--- config.mk ---
export PLATFORM = sky130hd
export DESIGN_NAME = fdc_ramp_ctrl
export DESIGN_NICKNAME = d
export VERILOG_FILES = /design/src/core/fdc_pkg.sv /design/src/core/fdc_curve.sv /design/src/core/fdc_lock_timer.sv /design/src/core/fdc_ramp_ctrl.sv
export VERILOG_INCLUDE_DIRS = /design/src /design/src/core
export SDC_FILE = /design/constraint.sdc
export NUM_CORES = 1
export LEC_CHECK = 0
export BUFFER_PORTS_ARGS = -buffer_cell sky130_fd_sc_hd__buf_2
export CAP_MARGIN = 40
export CORE_ASPECT_RATIO = 2
export CORE_MARGIN = 1
export CORE_UTILIZATION = 60
export DETAILED_ROUTE_END_ITERATION = 6
export PLACE_DENSITY_LB_ADDON = 0.3
export SYNTH_ARGS = -nofsm -noshare
export SYNTH_HDL_FRONTEND = slang
export SYNTH_SLANG_ARGS = --single-unit
--- constraint.sdc ---
create_clock -name mclk_i -period 20.8 [get_ports mclk_i]
set_input_delay 4.16 -clock mclk_i [delete_from_list [all_inputs] [get_ports mclk_i]]
set_output_delay 4.16 -clock mclk_i [all_outputs]
set_load 0.03 [all_outputs]
--- src/core/fdc_defines.svh ---
// Behaviour
// speed pin read as pulse width or analog level; pulse window follows frequency range.
// a floating pin reads high through the pull-up, giving full input duty.
// with holdoff set, the speed command is ignored for one second after reset.
// with standby on, drive starts at start duty plus hysteresis, stops below start.
// with standby off, the low curve point keeps driving below start duty.
// target is zero at or above off duty, resumes below off minus hysteresis.
// target clamped to minimum between start and off, to maximum below off.
// eight curve points set target at 12.5% input steps; any slope allowed.
// target interpolated linearly between neighbouring curve points.
// leaving standby, sleep or fault always passes through pre-start.
// pre-start forces square commutation whatever waveshape is chosen.
// pre-start applies no hall offset, neither angle nor time.
// with ramp on, duty rises from starting duty; open loop scales by maximum.
// with ramp off, output duty loads straight from target.
// pre-start lasts eight hall edges, then soft start follows.
// when output already equals target at pre-start end, go straight to run.
// no hall edge within lock timeout gives locked-rotor fault; run uses 320 ms.
// soft start ramps duty with offset, demag and chosen waveshape until target.
// target change ramps from prior target; deceleration optionally at half rate. The code ramps from the present output duty instead.
// with stop ramp disabled, a zero target puts the bridge in hi-z at once.
// with stop ramp enabled, duty ramps to zero at decel rate, then hi-z.
// after hi-z, standby or sleep chosen by standby and low-power bits.
// open loop hands output duty as peak; closed loop hands speed-loop duty.
// applied duty follows from peak, waveshape and modulation selections.
// ramp codes 0..3 give 77, 38.5, 19.2 and 9.6 percent per second.
// start-up lock codes 0..3 give 0.32, 0.44, 0.52 and 1.05 seconds.
`ifndef FDC_DEFINES_SVH
`define FDC_DEFINES_SVH
// ****************************************
// timing
// ****************************************
`define FDC_CLK_KHZ 125000
`define FDC_HOLDOFF_MS 1000
`define FDC_HOLDOFF_CYC (`FDC_HOLDOFF_MS * `FDC_CLK_KHZ)
`define FDC_RAMP_FULL_MS 1300
`define FDC_RAMP_STEP_CYC (`FDC_RAMP_FULL_MS * `FDC_CLK_KHZ / 255)
`define FDC_LOCK_RUN_MS 320
`define FDC_LOCK_ST0_MS 320
`define FDC_LOCK_ST1_MS 440
`define FDC_LOCK_ST2_MS 520
`define FDC_LOCK_ST3_MS 1050
`define FDC_WIN_LO_LOG2 23
`define FDC_WIN_HI_LOG2 17
`define FDC_PRESTART_LAST 4'h7
`define FDC_FULL_DUTY 8'hff
// ****************************************
// register map and fields
// ****************************************
`define FDC_OFS_CTRL 3'h0
`define FDC_OFS_THRESH 3'h1
`define FDC_OFS_LIMITS 3'h2
`define FDC_OFS_PTS_LO 3'h3
`define FDC_OFS_PTS_HI 3'h4
`define FDC_OFS_STATUS 3'h5
`define FDC_CTRL_RST 32'h0000_0010
`define FDC_THRESH_RST 32'h00ff_0820
`define FDC_LIMITS_RST 32'h0040_ff10
`define FDC_PTS_LO_RST 32'h8060_4020
`define FDC_PTS_HI_RST 32'hffe0_c0a0
`define FDC_CTRL_KIND 0
`define FDC_CTRL_RANGE 1
`define FDC_CTRL_HOLD 2
`define FDC_CTRL_STBY 3
`define FDC_CTRL_RAMP 4
`define FDC_CTRL_DECEL 5
`define FDC_CTRL_STOPDIS 6
`define FDC_CTRL_CLOSED 7
`define FDC_CTRL_LPOW 8
`define FDC_CTRL_RSEL 10:9
`define FDC_CTRL_LSEL 12:11
`define FDC_CTRL_WAVE 13
`define FDC_CTRL_MOD 15:14
`define FDC_STATUS_CLR 0
`endif

--- src/core/fdc_pkg.sv ---
package fdc_pkg;
  // ****************************************
  // types
  // ****************************************
  typedef enum logic [2:0] {
    FDC_STANDBY = 3'b000,
    FDC_PRESTART = 3'b001,
    FDC_SOFTSTART = 3'b010,
    FDC_RUN = 3'b011,
    FDC_STOPPING = 3'b100,
    FDC_SLEEP = 3'b101,
    FDC_FAULT = 3'b110
  } fdc_phase_t;
  typedef enum logic {
    FDC_WAVE_SQUARE = 1'b0,
    FDC_WAVE_SOFT = 1'b1
  } fdc_wave_t;
  // point 0 is the duty at zero input, points 1..8 at 12.5% steps
  typedef logic [8:0][7:0] fdc_points_t;
endpackage : fdc_pkg

--- src/core/fdc_curve.sv ---
`timescale 1ns/10ps
module fdc_curve import fdc_pkg::*; (
  input wire logic mclk_i,
  input wire logic resetn_i,
  input wire logic [7:0] din_i,
  input wire fdc_points_t points_i,
  output logic [7:0] dout_o
);
  logic [3:0] seg;
  logic signed [9:0] diff;
  logic signed [15:0] prod;
  logic [7:0] next_dout;

  // signed difference keeps falling and mixed slopes exact
  // points per step
  // linear interpolation
  always_comb begin
    seg = {1'b0, din_i[7:5]};
    diff = $signed({2'b00, points_i[seg + 4'h1]}) - $signed({2'b00, points_i[seg]});
    prod = diff * $signed({1'b0, din_i[4:0]});
    next_dout = 8'($signed({2'b00, points_i[seg]}) + (prod >>> 5));
  end

  // registered so the target path sees a clean value
  always_ff @(posedge mclk_i or negedge resetn_i) begin
    if (!resetn_i) begin
      dout_o <= 8'h00;
    end else begin
      dout_o <= next_dout;
    end
  end
endmodule : fdc_curve

--- src/core/fdc_lock_timer.sv ---
`timescale 1ns/10ps
module fdc_lock_timer (
  input wire logic mclk_i,
  input wire logic resetn_i,
  input wire logic run_i,
  input wire logic hall_edge_i,
  input wire logic [31:0] limit_i,
  output logic timeout_o
);
  logic [31:0] cnt;

  // time since last hall edge, only while the bridge drives
  always_ff @(posedge mclk_i or negedge resetn_i) begin
    if (!resetn_i) begin
      cnt <= 32'h0;
    end else if (!run_i || hall_edge_i || timeout_o) begin
      cnt <= 32'h0;
    end else begin
      cnt <= cnt + 32'h1;
    end
  end

  // lock timeout pulse
  always_ff @(posedge mclk_i or negedge resetn_i) begin
    if (!resetn_i) begin
      timeout_o <= 1'b0;
    end else begin
      timeout_o <= run_i && !hall_edge_i && !timeout_o && (cnt >= limit_i - 32'h1);
    end
  end
endmodule : fdc_lock_timer

--- src/core/fdc_ramp_ctrl.sv ---
// Decided for this implementation: the address map and the strobed register port.
`timescale 1ns/10ps
`include "fdc_defines.svh"
module fdc_ramp_ctrl import fdc_pkg::*; #(
  parameter int unsigned HOLDOFF_CYC = `FDC_HOLDOFF_CYC,
  parameter int unsigned RAMP_STEP_CYC = `FDC_RAMP_STEP_CYC,
  parameter int unsigned LOCK_RUN_CYC = `FDC_LOCK_RUN_MS * `FDC_CLK_KHZ,
  parameter int unsigned LOCK_ST0_CYC = `FDC_LOCK_ST0_MS * `FDC_CLK_KHZ,
  parameter int unsigned LOCK_ST1_CYC = `FDC_LOCK_ST1_MS * `FDC_CLK_KHZ,
  parameter int unsigned LOCK_ST2_CYC = `FDC_LOCK_ST2_MS * `FDC_CLK_KHZ,
  parameter int unsigned LOCK_ST3_CYC = `FDC_LOCK_ST3_MS * `FDC_CLK_KHZ,
  parameter int unsigned WIN_LO_LOG2 = `FDC_WIN_LO_LOG2,
  parameter int unsigned WIN_HI_LOG2 = `FDC_WIN_HI_LOG2
) (
  input wire logic mclk_i,
  input wire logic resetn_i,
  input wire logic [2:0] reg_addr_i,
  input wire logic [31:0] reg_wdata_i,
  input wire logic reg_wr_i,
  input wire logic reg_rd_i,
  output logic [31:0] reg_rdata_o,
  input wire logic cmd_pin_i,
  input wire logic [7:0] analog_duty_i,
  input wire logic hall_i,
  input wire logic [7:0] speed_loop_duty_i,
  output logic [7:0] peak_duty_o,
  output logic bridge_hiz_o,
  output logic waveshape_o,
  output logic [1:0] modulation_o,
  output logic hall_offset_en_o,
  output logic demag_en_o,
  output logic sleep_o,
  output logic lock_fault_o
);
  // ****************************************
  // helpers
  // ****************************************
  function automatic logic [8:0] fdc_add(input logic [7:0] a, input logic [7:0] b);
    return {1'b0, a} + {1'b0, b};
  endfunction : fdc_add

  function automatic logic [7:0] fdc_sub(input logic [7:0] a, input logic [7:0] b);
    return (a > b) ? (a - b) : 8'h00;
  endfunction : fdc_sub

  // ****************************************
  // configuration registers
  // ****************************************
  logic [31:0] ctrl;
  logic [31:0] thresh;
  logic [31:0] limits;
  logic [31:0] pts_lo;
  logic [31:0] pts_hi;
  logic fault_clr;

  // plain write port, unmapped offsets are ignored
  always_ff @(posedge mclk_i or negedge resetn_i) begin
    if (!resetn_i) begin
      ctrl <= `FDC_CTRL_RST;
      thresh <= `FDC_THRESH_RST;
      limits <= `FDC_LIMITS_RST;
      pts_lo <= `FDC_PTS_LO_RST;
      pts_hi <= `FDC_PTS_HI_RST;
    end else if (reg_wr_i) begin
      case (reg_addr_i)
        `FDC_OFS_CTRL: ctrl <= reg_wdata_i;
        `FDC_OFS_THRESH: thresh <= reg_wdata_i;
        `FDC_OFS_LIMITS: limits <= reg_wdata_i;
        `FDC_OFS_PTS_LO: pts_lo <= reg_wdata_i;
        `FDC_OFS_PTS_HI: pts_hi <= reg_wdata_i;
        default: ;
      endcase
    end
  end

  assign fault_clr = reg_wr_i && (reg_addr_i == `FDC_OFS_STATUS)
                     && reg_wdata_i[`FDC_STATUS_CLR];

  logic kind_sel;
  logic range_sel;
  logic hold_en;
  logic standby_enable;
  logic ramp_en;
  logic decel_sel;
  logic stop_dis;
  logic closed_sel;
  logic lp_allow;
  logic [1:0] ramp_sel;
  logic [1:0] lock_sel;
  logic [7:0] start_duty;
  logic [7:0] hys;
  logic [7:0] off_duty;
  logic [7:0] min_t;
  logic [7:0] max_t;
  logic [7:0] st_set;

  // field decode
  assign kind_sel = ctrl[`FDC_CTRL_KIND];
  assign range_sel = ctrl[`FDC_CTRL_RANGE];
  assign hold_en = ctrl[`FDC_CTRL_HOLD];
  assign standby_enable = ctrl[`FDC_CTRL_STBY];
  assign ramp_en = ctrl[`FDC_CTRL_RAMP];
  assign decel_sel = ctrl[`FDC_CTRL_DECEL];
  assign stop_dis = ctrl[`FDC_CTRL_STOPDIS];
  assign closed_sel = ctrl[`FDC_CTRL_CLOSED];
  assign lp_allow = ctrl[`FDC_CTRL_LPOW];
  assign ramp_sel = ctrl[`FDC_CTRL_RSEL];
  assign lock_sel = ctrl[`FDC_CTRL_LSEL];
  assign start_duty = thresh[7:0];
  assign hys = thresh[15:8];
  assign off_duty = thresh[23:16];
  assign min_t = limits[7:0];
  assign max_t = limits[15:8];
  assign st_set = limits[23:16];

  // ****************************************
  // speed command qualification
  // ****************************************
  logic [23:0] win_cnt;
  logic [23:0] high_cnt;
  logic [23:0] high_next;
  logic [23:0] high_scaled;
  logic [4:0] win_log2;
  logic win_end;
  logic [7:0] pwm_duty;
  logic [7:0] input_duty;
  logic [31:0] hold_cnt;
  logic cmd_masked;

  // window length from range
  assign win_log2 = range_sel ? WIN_HI_LOG2[4:0] : WIN_LO_LOG2[4:0];
  assign win_end = (win_cnt == 24'((32'h1 << win_log2) - 32'h1));
  assign high_next = high_cnt + {23'h0, cmd_pin_i};
  assign high_scaled = high_next >> (win_log2 - 5'd8);

  // high time counted every cycle over a power-of-two window, no divider needed
  always_ff @(posedge mclk_i or negedge resetn_i) begin
    if (!resetn_i) begin
      win_cnt <= 24'h0;
      high_cnt <= 24'h0;
    end else if (win_end) begin
      win_cnt <= 24'h0;
      high_cnt <= 24'h0;
    end else begin
      win_cnt <= win_cnt + 24'h1;
      high_cnt <= high_next;
    end
  end

  // all-high window saturates
  always_ff @(posedge mclk_i or negedge resetn_i) begin
    if (!resetn_i) begin
      pwm_duty <= 8'h00;
    end else if (win_end) begin
      pwm_duty <= (high_scaled > 24'h0000ff) ? `FDC_FULL_DUTY : high_scaled[7:0];
    end
  end

  // pulse or analog source
  always_ff @(posedge mclk_i or negedge resetn_i) begin
    if (!resetn_i) begin
      input_duty <= 8'h00;
    end else begin
      input_duty <= kind_sel ? analog_duty_i : pwm_duty;
    end
  end

  // power-up holdoff
  always_ff @(posedge mclk_i or negedge resetn_i) begin
    if (!resetn_i) begin
      hold_cnt <= 32'h0;
    end else if (hold_cnt != HOLDOFF_CYC) begin
      hold_cnt <= hold_cnt + 32'h1;
    end
  end
  assign cmd_masked = hold_en && (hold_cnt != HOLDOFF_CYC);

  // ****************************************
  // duty curve and target
  // ****************************************
  logic engaged;
  logic off_hit;
  logic [7:0] curve_duty;
  logic [7:0] target;
  logic [7:0] next_target;
  logic [7:0] prior_target;

  fdc_curve u_curve (
    .mclk_i(mclk_i),
    .resetn_i(resetn_i),
    .din_i(input_duty),
    .points_i({pts_hi, pts_lo, thresh[31:24]}),
    .dout_o(curve_duty)
  );

  // start hysteresis
  always_ff @(posedge mclk_i or negedge resetn_i) begin
    if (!resetn_i) begin
      engaged <= 1'b0;
    end else if ({1'b0, input_duty} >= fdc_add(start_duty, hys)) begin
      engaged <= 1'b1;
    end else if (input_duty < start_duty) begin
      engaged <= 1'b0;
    end
  end

  // off threshold, full-scale off value leaves the cut-off unused
  always_ff @(posedge mclk_i or negedge resetn_i) begin
    if (!resetn_i) begin
      off_hit <= 1'b0;
    end else if (input_duty >= off_duty && off_duty != `FDC_FULL_DUTY) begin
      off_hit <= 1'b1;
    end else if (input_duty < fdc_sub(off_duty, hys)) begin
      off_hit <= 1'b0;
    end
  end

  // curve below start keeps drive when standby is off
  always_comb begin
    next_target = curve_duty;
    // clamps
    if (next_target > max_t) begin
      next_target = max_t;
    end
    if (input_duty > start_duty && next_target < min_t) begin
      next_target = min_t;
    end
    // zero target
    if (off_hit || cmd_masked || (standby_enable && !engaged)) begin
      next_target = 8'h00;
    end
  end

  // prior target recorded but not read; the ramp starts from the present output_duty
  always_ff @(posedge mclk_i or negedge resetn_i) begin
    if (!resetn_i) begin
      target <= 8'h00;
      prior_target <= 8'h00;
    end else if (next_target != target) begin
      target <= next_target;
      prior_target <= target;
    end
  end

  // ****************************************
  // start, run and stop sequence
  // ****************************************
  fdc_phase_t phase;
  fdc_phase_t next_phase;
  logic hall_q;
  logic hall_edge;
  logic [3:0] edge_cnt;
  logic drive_req;
  logic lock_to;
  logic lock_run;
  logic [31:0] lock_limit;
  logic [7:0] output_duty;
  logic [7:0] ramp_goal;
  logic [31:0] ramp_cnt;
  logic [31:0] ramp_period;
  logic dir_down;
  logic step;
  logic [7:0] prestart_duty;
  logic [15:0] start_prod;

  assign drive_req = (target != 8'h00);
  assign hall_edge = hall_i ^ hall_q;
  assign lock_run = (phase == FDC_PRESTART) || (phase == FDC_SOFTSTART) || (phase == FDC_RUN);

  // start-up lock choice
  always_comb begin
    case (lock_sel)
      2'h0: lock_limit = LOCK_ST0_CYC;
      2'h1: lock_limit = LOCK_ST1_CYC;
      2'h2: lock_limit = LOCK_ST2_CYC;
      default: lock_limit = LOCK_ST3_CYC;
    endcase
    // fixed run timeout
    if (phase == FDC_RUN) begin
      lock_limit = LOCK_RUN_CYC;
    end
  end

  fdc_lock_timer u_lock (
    .mclk_i(mclk_i),
    .resetn_i(resetn_i),
    .run_i(lock_run),
    .hall_edge_i(hall_edge),
    .limit_i(lock_limit),
    .timeout_o(lock_to)
  );

  // hall edges counted only during pre-start
  always_ff @(posedge mclk_i or negedge resetn_i) begin
    if (!resetn_i) begin
      hall_q <= 1'b0;
      edge_cnt <= 4'h0;
    end else begin
      hall_q <= hall_i;
      if (phase != FDC_PRESTART) begin
        edge_cnt <= 4'h0;
      end else if (hall_edge) begin
        edge_cnt <= edge_cnt + 4'h1;
      end
    end
  end

  // phase sequencing
  always_comb begin
    next_phase = phase;
    case (phase)
      // every exit passes pre-start
      FDC_STANDBY, FDC_SLEEP: if (drive_req) next_phase = FDC_PRESTART;
      FDC_PRESTART: begin
        if (lock_to) begin
          next_phase = FDC_FAULT;
        end else if (!drive_req) begin
          next_phase = FDC_STOPPING;
        // eighth edge ends pre-start
        end else if (hall_edge && edge_cnt == `FDC_PRESTART_LAST) begin
          // skip soft start
          next_phase = (output_duty == target) ? FDC_RUN : FDC_SOFTSTART;
        end
      end
      FDC_SOFTSTART: begin
        if (lock_to) begin
          next_phase = FDC_FAULT;
        end else if (!drive_req) begin
          next_phase = FDC_STOPPING;
        // soft start done
        end else if (output_duty == target) begin
          next_phase = FDC_RUN;
        end
      end
      FDC_RUN: begin
        if (lock_to) begin
          next_phase = FDC_FAULT;
        end else if (!drive_req) begin
          next_phase = FDC_STOPPING;
        end
      end
      FDC_STOPPING: begin
        // standby or sleep
        if (stop_dis || output_duty == 8'h00) begin
          next_phase = (standby_enable || !lp_allow) ? FDC_STANDBY : FDC_SLEEP;
        end
      end
      FDC_FAULT: if (fault_clr) next_phase = drive_req ? FDC_PRESTART : FDC_STANDBY;
      default: next_phase = FDC_STANDBY;
    endcase
  end

  always_ff @(posedge mclk_i or negedge resetn_i) begin
    if (!resetn_i) begin
      phase <= FDC_STANDBY;
    end else begin
      phase <= next_phase;
    end
  end

  // ****************************************
  // duty ramp
  // ****************************************
  // starting duty, scaled by maximum in open loop
  assign start_prod = st_set * max_t;
  assign prestart_duty = closed_sel ? st_set : start_prod[15:8];
  assign ramp_goal = (phase == FDC_STOPPING) ? 8'h00 : target;
  assign dir_down = (output_duty > ramp_goal);
  // each code doubles the step time; R19 halves decel rate
  assign ramp_period = RAMP_STEP_CYC << ({3'h0, ramp_sel} + {4'h0, dir_down && decel_sel});
  assign step = (ramp_cnt >= ramp_period - 32'h1);

  // step timer restarts whenever the duty sits on its goal
  always_ff @(posedge mclk_i or negedge resetn_i) begin
    if (!resetn_i) begin
      ramp_cnt <= 32'h0;
    end else if (step || output_duty == ramp_goal) begin
      ramp_cnt <= 32'h0;
    end else begin
      ramp_cnt <= ramp_cnt + 32'h1;
    end
  end

  always_ff @(posedge mclk_i or negedge resetn_i) begin
    if (!resetn_i) begin
      output_duty <= 8'h00;
    end else if (!lock_run && phase != FDC_STOPPING) begin
      output_duty <= (next_phase == FDC_PRESTART && ramp_en) ? prestart_duty : 8'h00;
    // immediate stop
    end else if (phase == FDC_STOPPING && stop_dis) begin
      output_duty <= 8'h00;
    // direct load
    end else if (!ramp_en) begin
      output_duty <= ramp_goal;
    // ramp to zero
    end else if (step && output_duty != ramp_goal) begin
      output_duty <= dir_down ? output_duty - 8'h01 : output_duty + 8'h01;
    end
  end

  // ****************************************
  // hand-off to commutation
  // ****************************************
  always_ff @(posedge mclk_i or negedge resetn_i) begin
    if (!resetn_i) begin
      peak_duty_o <= 8'h00;
      bridge_hiz_o <= 1'b1;
      waveshape_o <= FDC_WAVE_SQUARE;
      modulation_o <= 2'h0;
      hall_offset_en_o <= 1'b0;
      demag_en_o <= 1'b0;
      sleep_o <= 1'b0;
      lock_fault_o <= 1'b0;
    end else begin
      // open or closed loop peak
      peak_duty_o <= (closed_sel && phase == FDC_RUN) ? speed_loop_duty_i : output_duty;
      // hi-z on stop
      bridge_hiz_o <= !(next_phase == FDC_PRESTART || next_phase == FDC_SOFTSTART
                       || next_phase == FDC_RUN || (next_phase == FDC_STOPPING && !stop_dis));
      // square in pre-start
      // waveshape and modulation go along with the peak
      waveshape_o <= (next_phase == FDC_PRESTART) ? FDC_WAVE_SQUARE : ctrl[`FDC_CTRL_WAVE];
      modulation_o <= ctrl[`FDC_CTRL_MOD];
      // offset only after pre-start
      hall_offset_en_o <= (next_phase == FDC_SOFTSTART) || (next_phase == FDC_RUN);
      demag_en_o <= (next_phase == FDC_SOFTSTART) || (next_phase == FDC_RUN);
      sleep_o <= (next_phase == FDC_SLEEP);
      lock_fault_o <= (next_phase == FDC_FAULT);
    end
  end

  // register and status read, data stand only in the cycle after the strobe
  always_ff @(posedge mclk_i or negedge resetn_i) begin
    if (!resetn_i) begin
      reg_rdata_o <= 32'h0;
    end else if (reg_rd_i) begin
      case (reg_addr_i)
        `FDC_OFS_CTRL: reg_rdata_o <= ctrl;
        `FDC_OFS_THRESH: reg_rdata_o <= thresh;
        `FDC_OFS_LIMITS: reg_rdata_o <= limits;
        `FDC_OFS_PTS_LO: reg_rdata_o <= pts_lo;
        `FDC_OFS_PTS_HI: reg_rdata_o <= pts_hi;
        `FDC_OFS_STATUS: reg_rdata_o <= {input_duty, output_duty, target, 4'h0, lock_fault_o, phase};
        default: reg_rdata_o <= 32'h0;
      endcase
    end else begin
      reg_rdata_o <= 32'h0;
    end
  end
endmodule : fdc_ramp_ctrl

; After elaboration in Yosys (flattened, before gate mapping)
; Index checks and enable logic that the tools add are counted.
[totals]
reg_bits = 402
in_bits = 57
output_inout_bits = 48
[classes]
addsub = 18
n_mul = 2
magnitude_cmp = 14
n_eq_ne = 30
n_shift = 3
n_mux = 50
bitwise_logic = 1
reduce_logical = 51
[op_table]
columns = operator, n
row1 = 32-bit case mux with 6 select lines, 1
row2 = 8-bit 2-to-1 mux, 17
row3 = 32-bit 2-to-1 mux, 4
row4 = "32-bit by 1-bit adder with 32-bit output, second input constant", 3
row5 = 27-bit case mux with 3 select lines, 1
row6 = 32-bit >= comparator, 2
row7 = "32-bit by 1-bit subtractor with 32-bit output, second input constant", 2
row8 = 24-bit 2-to-1 mux, 2
row9 = 3-bit 2-to-1 mux, 13
row10 = 8-bit binary-select mux with 4-bit select, 1
row11 = 8-bit > comparator, 4
row12 = "32-bit by 27-bit != test with 1-bit output, second input constant", 1
row13 = "20-bit by 3-bit << shifter with 32-bit output, first input constant", 1
row14 = 24-bit by 1-bit adder with 24-bit output, 1
row15 = "24-bit by 1-bit adder with 24-bit output, second input constant", 1
row16 = 8-bit binary-select mux with 3-bit select, 1
row17 = 24-bit equality test, 1
row18 = "3-bit equality test, second input constant", 8
row19 = "24-bit by 8-bit > comparator with 1-bit output, second input constant", 1
row20 = 8-bit < comparator, 3
row21 = "1-bit by 5-bit << shifter with 24-bit output, first input constant", 1
row22 = 24-bit by 5-bit right shift with 24-bit output, 1
row23 = "24-bit by 1-bit subtractor with 24-bit output, second input constant", 1
row24 = "3-bit by 2-bit equality test with 1-bit output, second input constant", 6
row25 = other kinds (40), 92

; Logic depth before layout (Yosys ltp)
; Gate-level depths: netlist of the first run.
[depth]
word_depth = 13
depth_mapped = 37
mapped_depth_nobuf = 36

; By module
; A second synthesis of the first run with hierarchy kept.
[unflattened]
hier_cells = 2730
hier_area_um2 = 27367.5
[by_module_without_submodules]
columns = module, n_inst, cells_per_inst, area_each_um2, seq_area_each_um2
row1 = fdc_ramp_ctrl, 1, 2083, 21343.0, 9086.2
row2 = fdc_curve, 1, 324, 3186.8, 200.2
row3 = fdc_lock_timer, 1, 323, 2837.7, 825.8

; Least setup slack after synthesis of the first run
; OpenSTA, ideal clock, no wires.
[synth_timing]
path_type = register -> register
startpoint = reg input_duty[6]
endpoint = reg u_curve.dout_o[7]
setup_time_ns = 0.134
arrival_time_ns = 7.667
required_time_ns = 20.666
path_slack_ns = 12.999
stages_incl_launch_ff = 31
path_buffers = 2
synth_period_minus_slack_ns = 7.801
cell_sequence = dfrtp_1 > clkbuf_1 > buf_1 > mux4_2 > mux2i_1 > ha_1 > nor2b_1 > o21ai_0 > a21boi_1 > o21ai_0 > nand2b_1 > a21o_1 > a21oi_1 > mux2_2 > fa_1 > inv_1 > fa_1 > fa_1 > ha_1 > and2_1 > o21ai_0 > o21ai_0 > a21oi_1 > ha_1 > nand2_1 > o21ai_0 > o21ai_0 > nand2b_1 > a21oi_1 > xnor2_1 > xnor3_1
[synth_via]
elab_chain_cells = 6
[synth_rtl]
columns = element, line
row1 = from (decl), fdc_ramp_ctrl.sv:126  ; logic [7:0] input_duty;
row2 = from (signal assigned), fdc_ramp_ctrl.sv:164  ; input_duty <= kind_sel ? analog_duty_i : pwm_duty;
row3 = 3-bit by 1-bit adder with 4-bit output, fdc_curve.sv:19  ; diff = $signed({2'b00, points_i[seg + 4'h1]}) - $signed({2'b00, points_i[seg]});
row4 = 8-bit binary-select mux with 4-bit select, fdc_curve.sv:19
row5 = 8-bit 2-to-1 mux (implied by the code), fdc_curve.sv:19
row6 = 8-bit by 8-bit subtractor with 9-bit output, fdc_curve.sv:19
row7 = 9-bit by 6-bit multiplier with 13-bit output, fdc_curve.sv:20  ; prod = diff * $signed({1'b0, din_i[4:0]});
row8 = 8-bit adder *, fdc_curve.sv:21  ; next_dout = 8'($signed({2'b00, points_i[seg]}) + (prod >>> 5));
row9 = named net u_curve.next_dout[7], fdc_curve.sv:12  ; logic [7:0] next_dout;
row10 = to (signal assigned), fdc_curve.sv:29  ; dout_o <= next_dout;
row11 = to (decl), fdc_curve.sv:7  ; output logic [7:0] dout_o
; The timed path passes the listed nets; every way through them passes the cells marked *. The select of a mux whose other input is x is not followed.
; A chain may end at the register's enable or synchronous reset.

; Worst setup path in the final report of the first run
; Ends and elaborated chain as after synthesis.

==> flow_summary.ini, run 1 <==
[hold_path]
min_from = ctrl[15]
hold_end = modulation_o[1]
hold_depth = 0
hp-class = register to register

[power]
finalPower_mw = 4.256
power_density_nw_per_um2 = 147.5
leakagePower_nw = 13.42
ir_drop_v = 0.0001219

[timing]
timing.final.crit_share = 0.4129
worst_pin_slew_ns = 0.9804
maxSlewHeadroom = 0.3464
fmax_mhz = 116.4
hold_ws_ns = 0.4201
finalSetupTns_ns = 0
setup_viol = 0
layout_min_cycle_time_ns = 8.589
hold_viol_final = 0
drv_slew = 0
fin_skew_ns = 0.01665
rsz0062_at_grt = no

[cts]
hold_buffers = 0
clock_path_buffers = 3
cts_made_buffers = 38
cts_tree = yes
clkTransAtPathRegs_ns = 0.07
clk_latency_ns = 0.57
cts_htree_levels = 2
cts.sinks = 402
cts_resized = 0
cts_setup_buffers = 0
cts-root-buf = clkbuf_16

[cells_and_area]
fin_area_um2 = 28860
syn_to_final_growth_pct = 9.782
final_nets = 3003
drive_above_1_share = 0.1657
post-route-util = 0.6673

[logic_synthesis]
ys_seq_elements = 402
synthesis.area_um2 = 26290
syn_avg_cell_area_um2 = 10.15
async_reset_ff_frac = 1.000
synth_top_cells_by_area = dfrtp_1 34%, ha_1 10%, mux2_2 6.0%
yosysTopAreaCell = dfrtp_1
ys.flop_type = dfrtp_1
yosys_warnings = 0
ys_types = 81
synth_top_area_share = 0.3427
ys_seq_area_frac = 0.3847
synth_edf_count = 0
synthCells = 2590

[placement]
port_buffers = 104
gp_congestion = 0.9933
placed_area_um2 = 27440
dp_hpwl_um = 59720

[critical_path]
ff2ff_setup_slack_ns = 12.21
crit_top_cell = o21ai_0
arrival_ns = 9.02
rr_worst_depth = 31
required_ns = 21.23
reg2reg_from = input_duty[6]
critical_path.top_delay_family = adder cells
slowest_stage = nor3b_1
cp-start-kind = register
crit_path_end_kind = register
worst-path-buf-inv = 2
worst-setup-path-type = register to register
r2r-end = u_curve.dout_o[7]
max_stage_delay_ns = 0.81
crit_path_max_fanout = 23

[grt]
grt_max_degree = 125
grt_pass1_wl_um = 122100
grt_pass1_vias = 21620
track_usage = 0.3670
antenna_found_initial = 5
grt_overflow = 0

[detailed_routing]
vias = 20790
viasPerCell = 6.407
drtIter0Drc = 1349
wl_um = 79030
first_pass_iters = 7
drc = 0
wire_per_inst_um = 24.36
final_antenna_net_count = 0

[floorplan]
core_area_um2 = 43240
start_util = 0.6079
rows = 108
die-area_um2 = 44700
io_pins = 105
die_y_um = 298
die_w_um = 150

[outcome]
status = finished, final reports clean

[run]
max-cap-violations = 0
==> worst reg2reg max path, delay by kind of cell, from the launching register on <==
kind	cells	cell delay, ns
simple gates	7	1.48
compound gates	12	2.28
flops	1	0.32
mux	1	0.41
xor+xnor	2	0.54
fa+ha+maj	7	3.00
buf+inv	2	0.41
==> layout by cell type (no fill, tap or decap), types with 32 or more instances in the layout <==
master     count
nand2_1      236
dfrtp_1      359
xor2_1        99
buf_2        107
a221oi_1      33
a22oi_1       33
fa_1          66
dfstp_2       42
nand4_1       39
mux4_2        32
ha_1         219
nor2_1       185
o21ai_0      120
xnor2_1       88
and2_1        46
clkbuf_16     38
nand3_1       81
inv_1        173
mux2_2       141
a21oi_1       94
==> sequential cells by signal (all words and copies together) (netlist names), 2 cells and up <==
signal and cells:
u_lock.cnt 32, modulation_o 2, phase 3, pts_lo 32
output_duty 8, high_cnt 24, u_curve.dout_o 8, peak_duty_o 8
hold_cnt 32, limits 32, win_cnt 24, reg_rdata_o 32
pwm_duty 8, target 8, pts_hi 32, input_duty 8
ramp_cnt 32, edge_cnt 4, ctrl 32, thresh 32
==> stage by stage <==
stage,setup slack (ns),std cells
6_report,12.21,3244
5_1_grt,11.38,3243
4_1_cts,12.24,3237
3_5_place_dp,12.29,3167
3_3_place_gp,12.27,3157
2_1_floorplan,13.00,2592
==> per-layer routing <==
metal,vias to the layer above,track usage,part of all wire
met2,846,0.6368,0.51
met5,-,0,0.00034
met3,399,0.06968,0.059
li1,9223,-,-
met1,10310,0.3637,0.32
met4,4,0.3307,0.11
==> worst max path at each step <==
stage,startpoint,endpoint,slack (ns),cells past startpoint
after global routing,input_duty[6],u_curve.dout_o[7],11.38,31
final,input_duty[6],u_curve.dout_o[7],12.21,31
after detailed placement,input_duty[6],u_curve.dout_o[7],12.29,33
after floorplan,input_duty[6],u_curve.dout_o[7],13.00,30
after global placement,input_duty[6],u_curve.dout_o[7],12.27,32
after CTS,input_duty[6],u_curve.dout_o[7],12.24,33
==> power by group <==
group          total (mW)  switching (mW)  internal (mW)
Clock               0.778           0.322          0.456
Sequential           1.13           0.205          0.927
Combinational        2.35            1.35          0.992
Total                4.26            1.88           2.38
==> cell families (layout without fill, tap and decap cells) <==
kind of cell               after synthesis  in the layout  share of synthesized area
adders and majority gates              285            285                     0.1545
muxes                                  196            196                    0.09658
buffers and inverters                  283            382                    0.04113
and+or+nand+nor                        774            774                     0.1434
other                                    2              7                  0.0002857
DFF                                    402            402                     0.3847
AOI/OAI and AO/OA                      460            460                     0.1162
xor gates and xnor gates               188            188                    0.06317
==> synthesized netlist by cell type (17+ instances only) <==
cell	number
nand2b_1	17
mux4_2	32
nor2_1	185
a21boi_0	29
clkbuf_1	81
and3_1	30
nand2_1	236
xnor2_1	88
nand4_1	39
a22oi_1	33
and2_1	49
nand3_1	81
a221oi_1	33
nor3_1	31
a21oi_1	94
nor2b_1	29
ha_1	219
dfstp_2	42
xor2_1	99
inv_1	173
mux2i_1	23
o21ai_0	120
a22o_1	30
a21o_1	24
mux2_2	141
dfrtp_1	360
fa_1	66
==> cell type report <==
class	count	area (µm²)
clock inverter	22	354.1
inverter	173	649.4
timing repair buffer	139	890.9
clock buffer	48	1028
antenna	3	7.507
fill	3388	14390
tap	550	688.2
sequential	402	10110
multi-input combinational	1907	15120
No activity file was read; power rests on OpenSTA's default activity.
==> run 2, diff against run 1 <==
==> constraint.sdc (replaced) <==
create_clock -name mclk_i -period 8.6 [get_ports mclk_i]
set_input_delay 1.72 -clock mclk_i [delete_from_list [all_inputs] [get_ports mclk_i]]
set_output_delay 1.72 -clock mclk_i [all_outputs]
set_load 0.03 [all_outputs]
==> run 2 against run 1 <==
  * Critical path type unchanged
  * Flip-flop and latch count unchanged
  * Via count hardly changed
  * Clock skew grew 0.011 ns
  * Largest cell class unchanged
  * Register-to-register slack got worse by 12 ns
==> flow_summary.ini, run 2 (synthesis results as in run 1) <==
[outcome]
status = finished, final reports clean

[cells_and_area]
final_nets = 3005
layout_common_cells = 358 x dfrtp_1, 236 x nand2_1, 218 x ha_1, 185 x nor2_1, 173 x inv_1
post-route-util = 0.6668
syn_to_final_growth_pct = 9.692
layout_commonest_cell = dfrtp_1
drive_above_1_share = 0.1674

[critical_path]
crit_path_end_kind = register
crit_top_cell = o21ai_0
cp-start-kind = register
required_ns = 9.05
slowest_stage = dfrtp_2
worst-setup-path-type = register to register
critical_path.top_delay_family = adder cells
crit_path_max_fanout = 10
max_stage_delay_ns = 0.52
worst-path-buf-inv = 1
arrival_ns = 8.44

[power]
p_seq_frac = 0.265
p_sw_mw = 4.614
power.share.switching = 0.4475
p_clk_frac = 0.180
leakagePower_nw = 13.43
p_comb_frac = 0.554
ir_drop_v = 0.0002780
power_density_nw_per_um2 = 357.5
power.internal_mw = 5.695

[grt]
grt_max_degree = 116
grt_overflow = 0
antenna_found_initial = 5
track_usage = 0.3660
grt_pass1_wl_um = 122200
grt_pass1_vias = 21800

[timing]
layout_min_cycle_time_ns = 7.991
timing.final.crit_share = 0.9292
hold_ws_ns = 0.4172
fin_skew_ns = 0.02813
worst_pin_slew_ns = 1.075
rsz0062_at_grt = no
maxSlewHeadroom = 0.2832
fmax_mhz = 125.1
setup_viol = 0
drv_slew = 0
finalSetupTns_ns = 0
hold_viol_final = 0

[floorplan]
die_w_um = 150
die_y_um = 298
io_pins = 105
start_util = 0.6079
die-area_um2 = 44700
rows = 108
core_area_um2 = 43240

[cts]
cts_tree = yes
hold_buffers = 0
cts.sinks = 402
cts-root-buf = clkbuf_16
clk_latency_ns = 0.58
cts_resized = 0
clkTransAtPathRegs_ns = 0.07
clock_path_buffers = 3
cts_made_buffers = 39
cts_setup_buffers = 0
cts_htree_levels = 2

[run]
max-cap-violations = 0

[detailed_routing]
drtIter0Drc = 1400
final_antenna_net_count = 0
vias = 20770
viasPerCell = 6.395
drc = 0
first_pass_iters = 6
wl_um = 79140
wire_per_inst_um = 24.37

[hold_path]
hp-class = register to register

[placement]
gp_congestion = 0.9925
dp_hpwl_um = 60050
port_buffers = 104
[run 2: changes by cell type in the layout (fill, tap and decap cells not counted), moves of 2 or more]
cell and delta:
buf_16 -2, buf_2 -3, buf_4 +6, bufinv_16 -3, clkbuf_8 +3, clkinv_2 +2
clkinv_8 +2, clkinvlp_4 -3
[run 2: worst paths after layout]
path	start	end	slack, ns	cells past startpoint
min	ctrl[15]	modulation_o[1]	0.42	0
min in group asynchronous	resetn_i	reg_rdata_o[6]	1.24	1
max	input_duty[6]	u_curve.dout_o[7]	0.61	30
min reg2reg	ctrl[15]	modulation_o[1]	0.42	0
max reg2reg	input_duty[6]	u_curve.dout_o[7]	0.61	30
max in group asynchronous	resetn_i	hold_cnt[14]	5.97	2
[run 2: routing by layer]
metal	wire, µm	part of all wire	up-vias	track usage
met3	4634	0.059	359	0.05743
met1	25570	0.32	10300	0.3728
li1	-	-	9237	-
met2	40590	0.51	869	0.6355
met5	15	0.00019	-	0
met4	8328	0.11	2	0.3242
[run 2: final cells by class]
cell class,instances,area (µm²)
clock inverters,20,292.8
inverters,173,649.4
flip-flops and latches,402,10110
clock buffers,52,1095
multi-input cells,1907,15130
well taps,550,688.2
diodes,4,10.01
fillers,3434,14410
repair buffers,140,855.8
[run 2: per-stage QoR]
step / setup WS (ns) / instances / total power, mW / area (µm²)
finish: 0.6092 / 3248 / 10.31 / 28830
global placement: 0.7340 / 3167 / 8.092 / 27350
CTS: 0.4737 / 3243 / 10.22 / 28810
floorplan: 0.7994 / 2592 / 6.602 / 26290
global route: 0.1699 / 3247 / 10.96 / 28830
detailed placement: 0.4993 / 3171 / 8.325 / 27430
[run 2: power groups by stage]
stage | Clock [mW] | Sequential [mW] | Combinational, mW
detailed placement | 0 | 2.73 | 5.59
floorplan | 0 | 2.52 | 4.09
finish | 1.86 | 2.74 | 5.71
global placement | 0 | 2.72 | 5.37
global route | 1.95 | 2.75 | 6.27
CTS | 1.88 | 2.70 | 5.64
